File: config.mk
export PLATFORM = sky130hd
export DESIGN_NAME = ges_event_status
export DESIGN_NICKNAME = d
export VERILOG_FILES = /design/src/shared/ges_pkg.sv /design/src/ges_event_status.sv /design/src/ges_edge.sv /design/src/ges_flag.sv
export SDC_FILE = /design/constraint.sdc
export NUM_CORES = 1
export LEC_CHECK = 0
export BUFFER_PORTS_ARGS = -buffer_cell sky130_fd_sc_hd__buf_2
export CAP_MARGIN = 20
export CORE_MARGIN = 10
export CORE_UTILIZATION = 45
export CTS_CLUSTER_DIAMETER = 30
export DETAILED_ROUTE_END_ITERATION = 16
export PLACE_DENSITY = 0.72
export SLEW_MARGIN = 20
export SYNTH_ARGS = -nofsm -noshare
export SYNTH_HDL_FRONTEND = slang
export SYNTH_SLANG_ARGS = --single-unit
File: constraint.sdc
create_clock -name clk -period 3.62 [get_ports clk]
set_clock_uncertainty 0.2 [all_clocks]
set_input_delay 0.724 -clock clk [delete_from_list [all_inputs] [get_ports clk]]
set_output_delay 0.724 -clock clk [all_outputs]
set_load 0.03 [all_outputs]
File: src/shared/ges_pkg.sv
`default_nettype none
// =====================================================================
// Shared constants and types for the event status block.
package ges_pkg;
   // =================================================================
   // Register offsets on the host port.
   localparam logic [8:0] OFS_OUT_BYTE = 9'h111;
   localparam logic [8:0] OFS_STAT_A = 9'h113;
   localparam logic [8:0] OFS_STAT_B = 9'h115;
   // =================================================================
   // Positions of the sticky flags in the internal flag vector.
   localparam int NFLAG = 8;
   localparam int FL_DI = 0;
   localparam int FL_DO = 1;
   localparam int FL_ERR = 2;
   localparam int FL_ADDR_ROLE_CHANGE_FLAG = 3;
   localparam int FL_FAR_CONTROL_CHANGE_FLAG = 4;
   localparam int FL_LOCKOUT_CHANGE_FLAG = 5;
   localparam int FL_CO = 6;
   localparam int FL_SVC_REQUEST_SEEN_FLAG = 7;
   // =================================================================
   // Bit positions in the second enable register.
   localparam int EB_ADDR_ROLE_CHANGE_FLAG = 0;
   localparam int EB_FAR_CONTROL_CHANGE_FLAG = 1;
   localparam int EB_LOCKOUT_CHANGE_FLAG = 2;
   localparam int EB_CO = 3;
   localparam int EB_DMA_IN = 4;
   localparam int EB_DMA_OUT = 5;
   localparam int EB_SVC_REQUEST_SEEN_FLAG = 6;
   // =================================================================
   // Positions in the watched-condition vector of the edge detector.
   localparam int NWATCH = 11;
   localparam int WA_DO = 0;
   localparam int WA_DI = 1;
   localparam int WA_CO = 2;
   localparam int WA_SRQ_A = 3;
   localparam int WA_SRQ_B = 4;
   localparam int WA_LOK = 5;
   localparam int WA_REM = 6;
   localparam int WA_ADDR = 7;
   // =================================================================
   // Reset values.
   localparam logic [7:0] RST_BYTE = 8'h00;
   localparam logic [NFLAG-1:0] RST_FLAGS = 8'h00;
   localparam logic [NWATCH-1:0] RST_WATCH = 11'h000;
   // Protocol core state inputs.
   typedef struct packed {
      logic speaker_active;
      logic listener_active;
      logic ctrl_active;
      logic src_generate;
      logic src_idle;
      logic src_delay_to_idle;
      logic no_listener_send;
      logic accept_data;
      logic cont_listen;
      logic holdoff;
      logic finish_hs;
      logic in_byte_read;
      logic bus_ctrl_owner_flag;
      logic srq;
      logic rqs;
      logic dav;
      logic rl_local_lock;
      logic rl_remote_lock;
      logic rl_remote;
      logic speaker_on_flag;
      logic listener_on_flag;
      logic minor_addr_flag;
      logic listen_only;
      logic talk_only;
      logic [4:0] other_a_flags;
   } ges_core_t;
endpackage
`default_nettype wire

File: src/ges_event_status.sv
`default_nettype none
// =====================================================================
// Event status and interrupt logic of the bus port core.
// Summary of operation
// - Lost output byte sets error flag.
// - Error flag clears on reset, first-status read.
// - Data-out flag sets entering talk with generate.
// - Data-out clears on read, leaving, byte write.
// - DMA-out enabled talker requests DMA unless data-out interrupt enabled.
// - Data-in flag sets on continuous-listen accept.
// - Data-in clears: reset, read, finish holdoff, input read.
// - DMA-in enabled listener requests DMA unless data-in interrupt enabled.
// - Enabled event raises interrupt request.
// - Second status flags ignore mask bits.
// - Changes during second status read wait.
// - Bit seven is OR of enabled flags.
// - Controller sets service-request flag on request.
// - Change flags clear on reset and read.
// - Lockout bit shows lock, never interrupts.
// - Remote bit shows remote state.
// - Command-out flag: set on generate, clear leaving.
// - Lockout or remote change sets change flag.
// - Role change sets flag unless only-mode.
// - First status pair at offset one-thirteen.
module ges_event_status (
   input wire logic clk,
   input wire logic rst,
   input wire logic [8:0] host_addr,
   input wire logic host_rd,
   input wire logic host_wr,
   input wire logic [7:0] host_wdata,
   output logic [7:0] host_rdata,
   input wire ges_pkg::ges_core_t core,
   output logic irq,
   output logic dma_req
);
   // ==================================================================
   // Address decode.
   function automatic logic hit(input logic [8:0] a, input logic [8:0] o);
      hit = (a == o);
   endfunction

   logic rd_a;
   logic rd_b;
   logic wr_a;
   logic wr_b;
   logic out_byte_wr;
   assign rd_a = host_rd & hit(host_addr, ges_pkg::OFS_STAT_A);
   assign rd_b = host_rd & hit(host_addr, ges_pkg::OFS_STAT_B);
   assign wr_a = host_wr & hit(host_addr, ges_pkg::OFS_STAT_A);
   assign wr_b = host_wr & hit(host_addr, ges_pkg::OFS_STAT_B);
   assign out_byte_wr = host_wr & hit(host_addr, ges_pkg::OFS_OUT_BYTE);

   // ==================================================================
   // Enable registers.
   logic [7:0] en_a_q;
   logic [7:0] en_a_d;
   logic [6:0] en_b_q;
   logic [6:0] en_b_d;
   // A write lands at once so the interrupt bit sees it the same edge.
   always_comb begin
      en_a_d = wr_a ? host_wdata : en_a_q;
      en_b_d = wr_b ? host_wdata[6:0] : en_b_q;
   end
   // Enable registers hold their value between writes.
   always_ff @(posedge clk) begin
      if (rst) begin
         en_a_q <= ges_pkg::RST_BYTE;
         en_b_q <= 7'h00;
      end else begin
         en_a_q <= en_a_d;
         en_b_q <= en_b_d;
      end
   end

   // ==================================================================
   // Lockout and remote levels, held still during a second status read.
   logic lok_q;
   logic rem_q;
   always_ff @(posedge clk) begin
      if (rst) begin
         lok_q <= 1'b0;
         rem_q <= 1'b0;
      end else if (!rd_b) begin
         lok_q <= core.rl_local_lock | core.rl_remote_lock;
         rem_q <= core.rl_remote | core.rl_remote_lock;
      end
   end

   // ==================================================================
   // Watched conditions and their edges.
   logic [ges_pkg::NWATCH-1:0] watch;
   logic [ges_pkg::NWATCH-1:0] rise;
   logic [ges_pkg::NWATCH-1:0] chg;
   logic srq_seen;
   assign srq_seen = core.bus_ctrl_owner_flag & core.srq;
   // Condition levels whose edges set flags.
   always_comb begin
      watch = ges_pkg::RST_WATCH;
      watch[ges_pkg::WA_DO] = core.speaker_active & core.src_generate;
      watch[ges_pkg::WA_DI] = core.listener_active & core.accept_data &
                              core.cont_listen;
      watch[ges_pkg::WA_CO] = core.ctrl_active & core.src_generate;
      watch[ges_pkg::WA_SRQ_A] = srq_seen & ~(core.rqs & core.dav);
      watch[ges_pkg::WA_SRQ_B] = srq_seen & core.rqs & core.dav;
      watch[ges_pkg::WA_LOK] = lok_q;
      watch[ges_pkg::WA_REM] = rem_q;
      watch[ges_pkg::WA_ADDR +: 4] = {core.bus_ctrl_owner_flag,
                                      core.listener_on_flag,
                                      core.speaker_on_flag,
                                      core.minor_addr_flag};
   end

   ges_edge u_edge (
      .clk(clk),
      .rst(rst),
      .level(watch),
      .rise(rise),
      .chg(chg)
   );

   // ==================================================================
   // Set, clear and read-clear terms of each sticky flag.
   logic [ges_pkg::NFLAG-1:0] set_v;
   logic [ges_pkg::NFLAG-1:0] clr_v;
   logic [ges_pkg::NFLAG-1:0] rdclr_v;
   logic [ges_pkg::NFLAG-1:0] flags_d;
   logic [ges_pkg::NFLAG-1:0] flags_q;
   always_comb begin
      set_v = ges_pkg::RST_FLAGS;
      clr_v = ges_pkg::RST_FLAGS;
      // Output byte lost to no listener or written while idle.
      set_v[ges_pkg::FL_ERR] = core.no_listener_send |
         (out_byte_wr & (core.src_idle | core.src_delay_to_idle));
      // Ready for another byte when talking and generating.
      set_v[ges_pkg::FL_DO] = rise[ges_pkg::WA_DO];
      clr_v[ges_pkg::FL_DO] = ~watch[ges_pkg::WA_DO] | out_byte_wr;
      // A byte accepted in continuous listen.
      set_v[ges_pkg::FL_DI] = rise[ges_pkg::WA_DI];
      clr_v[ges_pkg::FL_DI] = (core.finish_hs & core.holdoff) |
                              core.in_byte_read;
      // Service request while owning the controller role.
      set_v[ges_pkg::FL_SVC_REQUEST_SEEN_FLAG] = rise[ges_pkg::WA_SRQ_A] |
                                rise[ges_pkg::WA_SRQ_B];
      // Command register empty while controller generates.
      set_v[ges_pkg::FL_CO] = rise[ges_pkg::WA_CO];
      clr_v[ges_pkg::FL_CO] = ~watch[ges_pkg::WA_CO];
      // Lockout and remote changes.
      set_v[ges_pkg::FL_LOCKOUT_CHANGE_FLAG] = chg[ges_pkg::WA_LOK];
      set_v[ges_pkg::FL_FAR_CONTROL_CHANGE_FLAG] = chg[ges_pkg::WA_REM];
      // Role changes count only outside the only-modes.
      set_v[ges_pkg::FL_ADDR_ROLE_CHANGE_FLAG] = (|chg[ges_pkg::WA_ADDR +: 4]) &
         ~(core.listen_only | core.talk_only);
   end

   // Each read clears the flags of its own register.
   always_comb begin
      rdclr_v = ges_pkg::RST_FLAGS;
      rdclr_v[ges_pkg::FL_ERR:ges_pkg::FL_DI] = {3{rd_a}};
      rdclr_v[ges_pkg::FL_SVC_REQUEST_SEEN_FLAG:ges_pkg::FL_ADDR_ROLE_CHANGE_FLAG] = {5{rd_b}};
   end

   // Flags move on their conditions whatever the masks hold.
   genvar gi;
   generate
      for (gi = 0; gi < ges_pkg::NFLAG; gi++) begin : g_flag
         ges_flag u_flag (
            .clk(clk),
            .rst(rst),
            .set_ev(set_v[gi]),
            .clr_ev(clr_v[gi]),
            .rd_clr(rdclr_v[gi]),
            .flag_d(flags_d[gi]),
            .flag_q(flags_q[gi])
         );
      end
   endgenerate

   // ==================================================================
   // Per-flag enables in flag-vector order.
   function automatic logic [ges_pkg::NFLAG-1:0] flag_en(
      input logic [7:0] ea, input logic [6:0] eb);
      flag_en = {eb[ges_pkg::EB_SVC_REQUEST_SEEN_FLAG], eb[ges_pkg::EB_CO],
                 eb[ges_pkg::EB_LOCKOUT_CHANGE_FLAG], eb[ges_pkg::EB_FAR_CONTROL_CHANGE_FLAG],
                 eb[ges_pkg::EB_ADDR_ROLE_CHANGE_FLAG], ea[2:0]};
   endfunction

   // ==================================================================
   // Combined interrupt bit and request outputs.
   logic [4:0] other_q;
   logic int_d;
   logic int_q;
   logic dma_d;
   logic dma_q;
   // Lockout and remote levels are left out: they never interrupt.
   always_comb begin
      int_d = (|(flags_d & flag_en(en_a_d, en_b_d))) |
              (|(core.other_a_flags & en_a_d[7:3]));
   end
   // A DMA request is made when so enabled, unless the per-byte interrupt is enabled.
   always_comb begin
      dma_d = (en_b_d[ges_pkg::EB_DMA_OUT] & ~en_a_d[ges_pkg::FL_DO] &
               core.speaker_active & flags_d[ges_pkg::FL_DO]) |
              (en_b_d[ges_pkg::EB_DMA_IN] & ~en_a_d[ges_pkg::FL_DI] &
               core.listener_active & flags_d[ges_pkg::FL_DI]);
   end
   // Registered copies feed the pins and the status read.
   always_ff @(posedge clk) begin
      if (rst) begin
         int_q <= 1'b0;
         dma_q <= 1'b0;
         other_q <= 5'h00;
      end else begin
         int_q <= int_d;
         dma_q <= dma_d;
         other_q <= core.other_a_flags;
      end
   end
   assign irq = int_q;
   assign dma_req = dma_q;

   // ==================================================================
   // Read data, captured on the read strobe.
   logic [7:0] rdata_q;
   always_ff @(posedge clk) begin
      if (rst) begin
         rdata_q <= ges_pkg::RST_BYTE;
      end else if (rd_a) begin
         rdata_q <= {other_q, flags_q[ges_pkg::FL_ERR:ges_pkg::FL_DI]};
      end else if (rd_b) begin
         rdata_q <= {int_q, flags_q[ges_pkg::FL_SVC_REQUEST_SEEN_FLAG], lok_q, rem_q,
                     flags_q[ges_pkg::FL_CO], flags_q[ges_pkg::FL_LOCKOUT_CHANGE_FLAG],
                     flags_q[ges_pkg::FL_FAR_CONTROL_CHANGE_FLAG],
                     flags_q[ges_pkg::FL_ADDR_ROLE_CHANGE_FLAG]};
      end else if (host_rd) begin
         rdata_q <= ges_pkg::RST_BYTE;
      end
   end
   assign host_rdata = rdata_q;

   // ==================================================================
   // Checks.
   logic [ges_pkg::NFLAG-1:0] en_now;
   assign en_now = flag_en(en_a_q, en_b_q);

   chk_err_set: assert property (@(posedge clk) disable iff (rst)
      (set_v[ges_pkg::FL_ERR] && !rd_a) |=> flags_q[ges_pkg::FL_ERR])
      else $error("error flag not set on lost byte");

   chk_read_a_clr: assert property (@(posedge clk) disable iff (rst)
      rd_a |=> (flags_q[ges_pkg::FL_ERR:ges_pkg::FL_DI] == 3'h0))
      else $error("first status flags not cleared by read");

   chk_read_b_clr: assert property (@(posedge clk) disable iff (rst)
      rd_b |=> (flags_q[ges_pkg::FL_SVC_REQUEST_SEEN_FLAG:ges_pkg::FL_ADDR_ROLE_CHANGE_FLAG] == 5'h00))
      else $error("second status flags not cleared by read");

   chk_read_defer: assert property (@(posedge clk) disable iff (rst)
      (rd_b && set_v[ges_pkg::FL_SVC_REQUEST_SEEN_FLAG]) |=> ##1 flags_q[ges_pkg::FL_SVC_REQUEST_SEEN_FLAG])
      else $error("event during read was lost");

   chk_do_leave: assert property (@(posedge clk) disable iff (rst)
      (!watch[ges_pkg::WA_DO] && !rd_a && !rise[ges_pkg::WA_DO])
      |=> !flags_q[ges_pkg::FL_DO] || $past(flags_q[ges_pkg::FL_DO], 2))
      else $error("data-out flag held after leaving talk");

   chk_irq_level: assert property (@(posedge clk) disable iff (rst)
      irq == ((|(flags_q & en_now)) | (|(other_q & en_a_q[7:3]))))
      else $error("interrupt output differs from enabled flags");

   chk_dma_cause: assert property (@(posedge clk) disable iff (rst)
      dma_req |-> ((en_b_q[ges_pkg::EB_DMA_OUT] &&
                    flags_q[ges_pkg::FL_DO] && !en_a_q[ges_pkg::FL_DO]) ||
                   (en_b_q[ges_pkg::EB_DMA_IN] &&
                    flags_q[ges_pkg::FL_DI] && !en_a_q[ges_pkg::FL_DI])))
      else $error("DMA request without enabled byte flag");

   chk_svc_request_seen_flag_set: assert property (@(posedge clk) disable iff (rst)
      ($rose(watch[ges_pkg::WA_SRQ_A]) && !rd_b)
      |=> flags_q[ges_pkg::FL_SVC_REQUEST_SEEN_FLAG])
      else $error("service request not flagged");

   chk_remote_bit: assert property (@(posedge clk) disable iff (rst)
      (!rd_b && (core.rl_remote || core.rl_remote_lock)) |=> rem_q)
      else $error("remote bit not shown");

   chk_lok_change: assert property (@(posedge clk) disable iff (rst)
      ($changed(lok_q) && !rd_b) |=> flags_q[ges_pkg::FL_LOCKOUT_CHANGE_FLAG])
      else $error("lockout change not flagged");

   chk_addr_only: assert property (@(posedge clk) disable iff (rst)
      (!flags_q[ges_pkg::FL_ADDR_ROLE_CHANGE_FLAG] && (core.listen_only || core.talk_only)
       && !$past(rd_b))
      |=> !flags_q[ges_pkg::FL_ADDR_ROLE_CHANGE_FLAG])
      else $error("role change flagged in only-mode");

   // A byte accepted in continuous listen must show one cycle later.
   chk_di_set: assert property (@(posedge clk) disable iff (rst)
      (rise[ges_pkg::WA_DI] && !rd_a) |=> flags_q[ges_pkg::FL_DI])
      else $error("data-in flag not set on accept");

   // The command register empty flag follows its condition edge.
   chk_co_set: assert property (@(posedge clk) disable iff (rst)
      (rise[ges_pkg::WA_CO] && !rd_b) |=> flags_q[ges_pkg::FL_CO])
      else $error("command-out flag not set");
endmodule // ges_event_status
`default_nettype wire

File: src/ges_edge.sv
`default_nettype none
// =====================================================================
// Rise and change detector for a vector of condition levels.
module ges_edge (
   input wire logic clk,
   input wire logic rst,
   input wire logic [ges_pkg::NWATCH-1:0] level,
   output logic [ges_pkg::NWATCH-1:0] rise,
   output logic [ges_pkg::NWATCH-1:0] chg
);
   logic [ges_pkg::NWATCH-1:0] prev_q;
   // Remember last cycle's levels.
   always_ff @(posedge clk) begin
      if (rst) begin
         prev_q <= ges_pkg::RST_WATCH;
      end else begin
         prev_q <= level;
      end
   end
   // Edges compare against the remembered levels.
   assign rise = level & ~prev_q;
   assign chg = level ^ prev_q;
endmodule // ges_edge
`default_nettype wire

File: src/ges_flag.sv
`default_nettype none
// =====================================================================
// One sticky flag with read clear and deferral of coincident changes.
module ges_flag (
   input wire logic clk,
   input wire logic rst,
   input wire logic set_ev,
   input wire logic clr_ev,
   input wire logic rd_clr,
   output logic flag_d,
   output logic flag_q
);
   logic pend_set_q;
   logic pend_clr_q;
   logic set_all;
   logic clr_all;
   assign set_all = set_ev | pend_set_q;
   assign clr_all = clr_ev | pend_clr_q;
   // A read clears; otherwise a set beats a clear.
   always_comb begin
      if (rd_clr) begin
         flag_d = 1'b0;
      end else if (set_all) begin
         flag_d = 1'b1;
      end else if (clr_all) begin
         flag_d = 1'b0;
      end else begin
         flag_d = flag_q;
      end
   end
   // Changes seen during a read are held back one cycle.
   always_ff @(posedge clk) begin
      if (rst) begin
         flag_q <= 1'b0;
         pend_set_q <= 1'b0;
         pend_clr_q <= 1'b0;
      end else begin
         flag_q <= flag_d;
         pend_set_q <= rd_clr & set_all;
         pend_clr_q <= rd_clr & clr_all & ~set_all;
      end
   end
endmodule // ges_flag
`default_nettype wire

# Word level (Yosys, flattened, before mapping)
# Cells that the tools add are included.
# Widths: inputs -> output; s select.
op_classes:
  n_eq_ne: 3
  n_mux: 29
  bitwise_logic: 87
  n_reduce_logical: 4
op_table:
  columns: ["operator", "n"]
  rows:
  - ["$and 1x1->1", 47]
  - ["$mux 8", 4]
  - ["$eq 9x9->1 const B", 3]
  - ["$mux 1", 24]
  - ["$or 1x1->1", 21]
  - ["$not 1->1", 14]
  - ["$xor 11x11->11", 1]
  - ["$and 5x5->5", 2]
  - ["$and 8x8->8", 1]
  - ["$reduce_or 8->1", 1]
  - ["$mux 7", 1]
  - ["$not 5->5", 1]
  - ["$reduce_or 5->1", 1]
  - ["$reduce_or 4->1", 1]
  - ["$reduce_bool 3->1", 1]
word_totals:
  regBits: 67
  inputBits: 50
  output_inout_bits: 10
  wordCells: 156

# Longest topological paths before layout
depth:
  word_depth: 12
  mapped_depth: 7
  mapped_depth_nobuf: 6

# Cells and area by module
# A second synthesis with hierarchy kept.
hier_totals:
  hier_cells: 311
  hier_area_um2: 2982.9
modules_own_cells:
  columns: ["module", "instances", "cells_per_inst", "area_per_inst_um2", "seq_area_each_um2"]
  rows:
  - ["ges_event_status", 1, 167, 1544.0, 640.6]
  - ["ges_flag", 8, 11, 110.1, 60.1]
  - ["ges_edge", 1, 56, 558.0, 220.2]

# Least setup slack after synthesis
# OpenSTA, ideal clock, no wires.
synth_timing:
  path_type: "in2reg"
  start: "in host_addr[5]"
  end: "reg int_q (netlist: irq)"
  setup_ps: 124
  arrival_time_ps: 3123
  required_time_ps: 3296
  slack_ps: 173
  stages: 7
  n_path_buf: 1
  path_cell_list: "or4b_4 -> nor4b_1 -> buf_2 -> mux2_2 -> o2bb2ai_1 -> or4_1 -> a2111o_1"
synth_via:
  elab_chain_cells: 10
  elab_cells_between_ends: 31
  cone_classes: "eq/ne (3); mux (13); bitwise (13); reduce/logical (2)"
synth_lines:
  columns: ["item", "line", "text"]
  rows:
  - ["start, declared", "ges_event_status.sv:28", "input wire logic [8:0] host_addr,"]
  - ["$eq 9x9->1", "ges_event_status.sv:40", "hit = (a == o);"]
  - ["$and 1x1->1", "ges_event_status.sv:52", "assign out_byte_wr = host_wr & hit(host_addr, ges_pkg::OFS_OUT_BYTE);"]
  - ["$or 1x1->1 or $and 1x1->1 (tied branches)", "ges_event_status.sv:137, ges_event_status.sv:134", null]
  - ["$or 1x1->1, on equally long branches", "ges_flag.sv:18, ges_event_status.sv:133", null]
  - ["$mux 1 or $or 1x1->1 (tied branches)", "ges_flag.sv:25, ges_flag.sv:17", null]
  - ["$mux 1", "ges_flag.sv:23", "end else if (set_all) begin"]
  - ["$mux 1", "ges_flag.sv:21", "if (rd_clr) begin"]
  - ["$and 8x8->8", "ges_event_status.sv:197", "int_d = (|(flags_d & flag_en(en_a_d, en_b_d))) |"]
  - ["$reduce_or 8->1", "ges_event_status.sv:197", null]
  - ["$or 1x1->1 (*)", "ges_event_status.sv:197", null]
  - ["end signal, assigned", "ges_event_status.sv:214", "int_q <= int_d;"]
  - ["end, declared", "ges_event_status.sv:192", "logic int_q;"]
# Mark *: on every way between the ends. The rest lies on a longest branch, timed or not.
# A chain may end at the register's enable or synchronous reset.

# Worst setup path after layout
# Ends and elaborated chain as after synthesis.

==> reports/results.ini <==
[critical_path]
required_ps = 3640
startpoint = host_addr[5]
r2r_cells = 5
reg2reg_slack_ps = 1420
start_kind = input pin
critPathMaxStageDelay_ps = 550
crit_chain = buf_2 > or4b_4 > nor4b_2 > buf_4 > mux2_2 > o2bb2ai_1 > or4_1 > a2111o_1
cp_top_family = simple AND/OR/NAND/NOR gates
cp.depth = 8
cp_max_fo = 5
slowest_stage = or4b_4
reg2reg_from = lok_q
setup.worst_path.end_class = register
regToRegEndpoint = irq
worstSetupPathType = in -> reg
cp.arrival_ps = 3220
critPathBufInv = 2
crit_end = irq

[place]
io_buffers = 59
hpwl_um = 4630
place_congestion = 0.834

[logic_synthesis]
netlist.area_leader.share_pct = 53.5
synth_area_leaders = dfxtp_1 53%, nor2_1 8.8%, mux2i_1 6.0%
yosysMostFrequentCell = dfxtp_1
async_flop_share_pct = 0
synth_fp_nets = 316
yosysTopAreaCell = dfxtp_1
synth_cell_types = 40
avgSynthCellArea_sq_um = 9.43
synth_common_cells = 67 x dfxtp_1, 59 x nor2_1, 15 x mux2i_1
seq_area_frac_synth_pct = 53.5
yosys_warnings = 0
synth-seq-cells = 67
synth_cells = 266
netlist_area_sq_um = 2510
synth_edf_count = 0
synth_flop_cell = dfxtp_1

[clocking]
cts_max_level = 3
root_buffer = clkbuf_8
cts_num_sinks = 67
numCtsBuffers = 9
cts_resized = 0
cts.hold.buffers_added = 0
clock_path_buffers = 2
postCtsSetupBuffers = 0
cts_tree = done
clock_latency_ps = 330
clk_pin_slew_ps = 70

[cells_and_area]
multi_input_area_sq_um = 1100
seq_area_sq_um = 1340
area_growth_pct = 24.7
nets = 380
fin_util_pct = 57.1
drive_gt1_share_pct = 26.3
diodes = 0
nFillCells = 517

[drt]
first_pass_iters = 4
drt-initial-drc-count = 67
num_vias = 2056
drc = 0
via_per_inst = 5.05
wirelength_um = 5940
antenna_left = 0
routedWlPerCell_um = 14.6

[grt]
grt_pass1_wl_um = 9880
grt-ovfl-total = 0
grt_pass1_vias = 2109
grt_usage_pct = 14.0
grt_max_degree = 31
antenna_found_initial = 0

[power]
p_switching_w = 0.000345
p_int_w = 0.00123
peakVddDrop_v = 0.000326
leakage_nw = 1.32
p_per_area_nw_per_um2 = 503
share_seq_of_total_power_pct = 48.8
p_comb_share_pct = 7.1
clockPowerShare_pct = 44.1
switching_share_pct = 22.0

[floorplanning]
io_pins = 60
dieArea_sq_um = 8960
initial_core_util_pct = 45.8
row_count = 27
die_w_um = 94.6
core_sq_um = 5470
die_h_um = 94.6

[worst_hold_path]
hp-class = reg -> reg

[run_status]
outcome = completed

[sta]
hold_viol = 0
period_share_pct = 88.3
relSlewSlack_pct = 57.0
max_freq_mhz = 313
min_period_ps = 3200
rsz0062_at_grt = no
drv_slew = 0
worstMarginPinSlew_ps = 636
setup_viol = 0
finalSetupTns_ps = 0

[run]
cap_viol_max_count = 0

-- sequential cells by signal, summed over array words and instances, names as in the netlist --
signal and flops:
g_flag.u_flag.pend_set_q 8, rem_q 1, other_q 5, en_a_q 8, en_b_q 7, g_flag.u_flag.flag_q 8
host_rdata 8, lok_q 1, irq 1, g_flag.u_flag.pend_clr_q 8, dma_req 1, u_edge.prev_q 11
-- cell families (layout without fill, tap and decap cells) --
logic type	after synthesis	in the layout	share of synthesized area (%)
buffers and inverters	19	88	2.94
DFF	67	67	53.5
and+or+nand+nor	119	119	23.7
xor gates and xnor gates	6	6	2.10
muxes	16	16	6.44
AOI/OAI and AO/OA	39	39	11.4
-- per-layer routing --
layer / up-vias / routed length, um / track usage [%]
li1: 1053 / - / -
met2: 38 / 2880 / 22.5
met4: 0 / 104 / 6.73
met5: - / 0 / 0
met1: 956 / 2650 / 17.0
met3: 9 / 302 / 3.73
-- final cells by class --
class	count	area share [%]
flip-flops and latches	67	42.9
multi-input cells	180	35.1
repair buffers	66	11.1
clock buffers	11	4.84
well taps	72	2.88
clock inverters	5	2.40
inverters	6	0.720
-- how the worst min path moves through the flow --
stage | endpoint | cells past startpoint | start
after detailed placement | g_flag[1].u_flag.pend_clr_q | 1 | g_flag[1].u_flag.pend_set_q
after floorplan | g_flag[1].u_flag.pend_clr_q | 1 | g_flag[1].u_flag.pend_set_q
after CTS | g_flag[1].u_flag.pend_clr_q | 1 | g_flag[1].u_flag.pend_set_q
after global placement | g_flag[1].u_flag.pend_clr_q | 1 | g_flag[1].u_flag.pend_set_q
after global routing | g_flag[4].u_flag.pend_clr_q | 1 | g_flag[4].u_flag.pend_clr_q
final | g_flag[1].u_flag.pend_clr_q | 1 | g_flag[1].u_flag.pend_set_q
-- layout by cell type, fill, tap and decap left out, types with 9 or more instances in the layout --
| cell | synthesis | layout |
|---|---|---|
| dfxtp_1 | 67 | 67 |
| a22oi_1 | 9 | 9 |
| nor3_1 | 12 | 12 |
| buf_2 | 2 | 59 |
| a211oi_1 | 9 | 9 |
| nor2b_1 | 11 | 11 |
| mux2i_1 | 15 | 15 |
| clkbuf_8 | 0 | 11 |
| nor2_1 | 59 | 59 |
-- through the flow --
step	total power (W)	cells	worst slack [ps]	instance area, sq um	hold slack [ps]
final	0.00157	407	425	3130	263
after CTS	0.00158	407	438	3130	262
after global placement	0.000894	391	139	2900	233
after global routing	0.00164	407	350	3130	297
after detailed placement	0.000896	391	98.9	2900	241
after floorplan	0.000844	266	173	2510	224
-- power by group through the flow --
stage / registers (W) / clock network, W / logic [W]
floorplan: 0.000790 / 0 / 0.0000533
global placement: 0.000784 / 0 / 0.000110
detailed placement: 0.000785 / 0 / 0.000112
CTS: 0.000768 / 0.000703 / 0.000112
global route: 0.000770 / 0.000742 / 0.000125
finish: 0.000768 / 0.000694 / 0.000111
No activity file was read; power rests on OpenSTA's default activity.
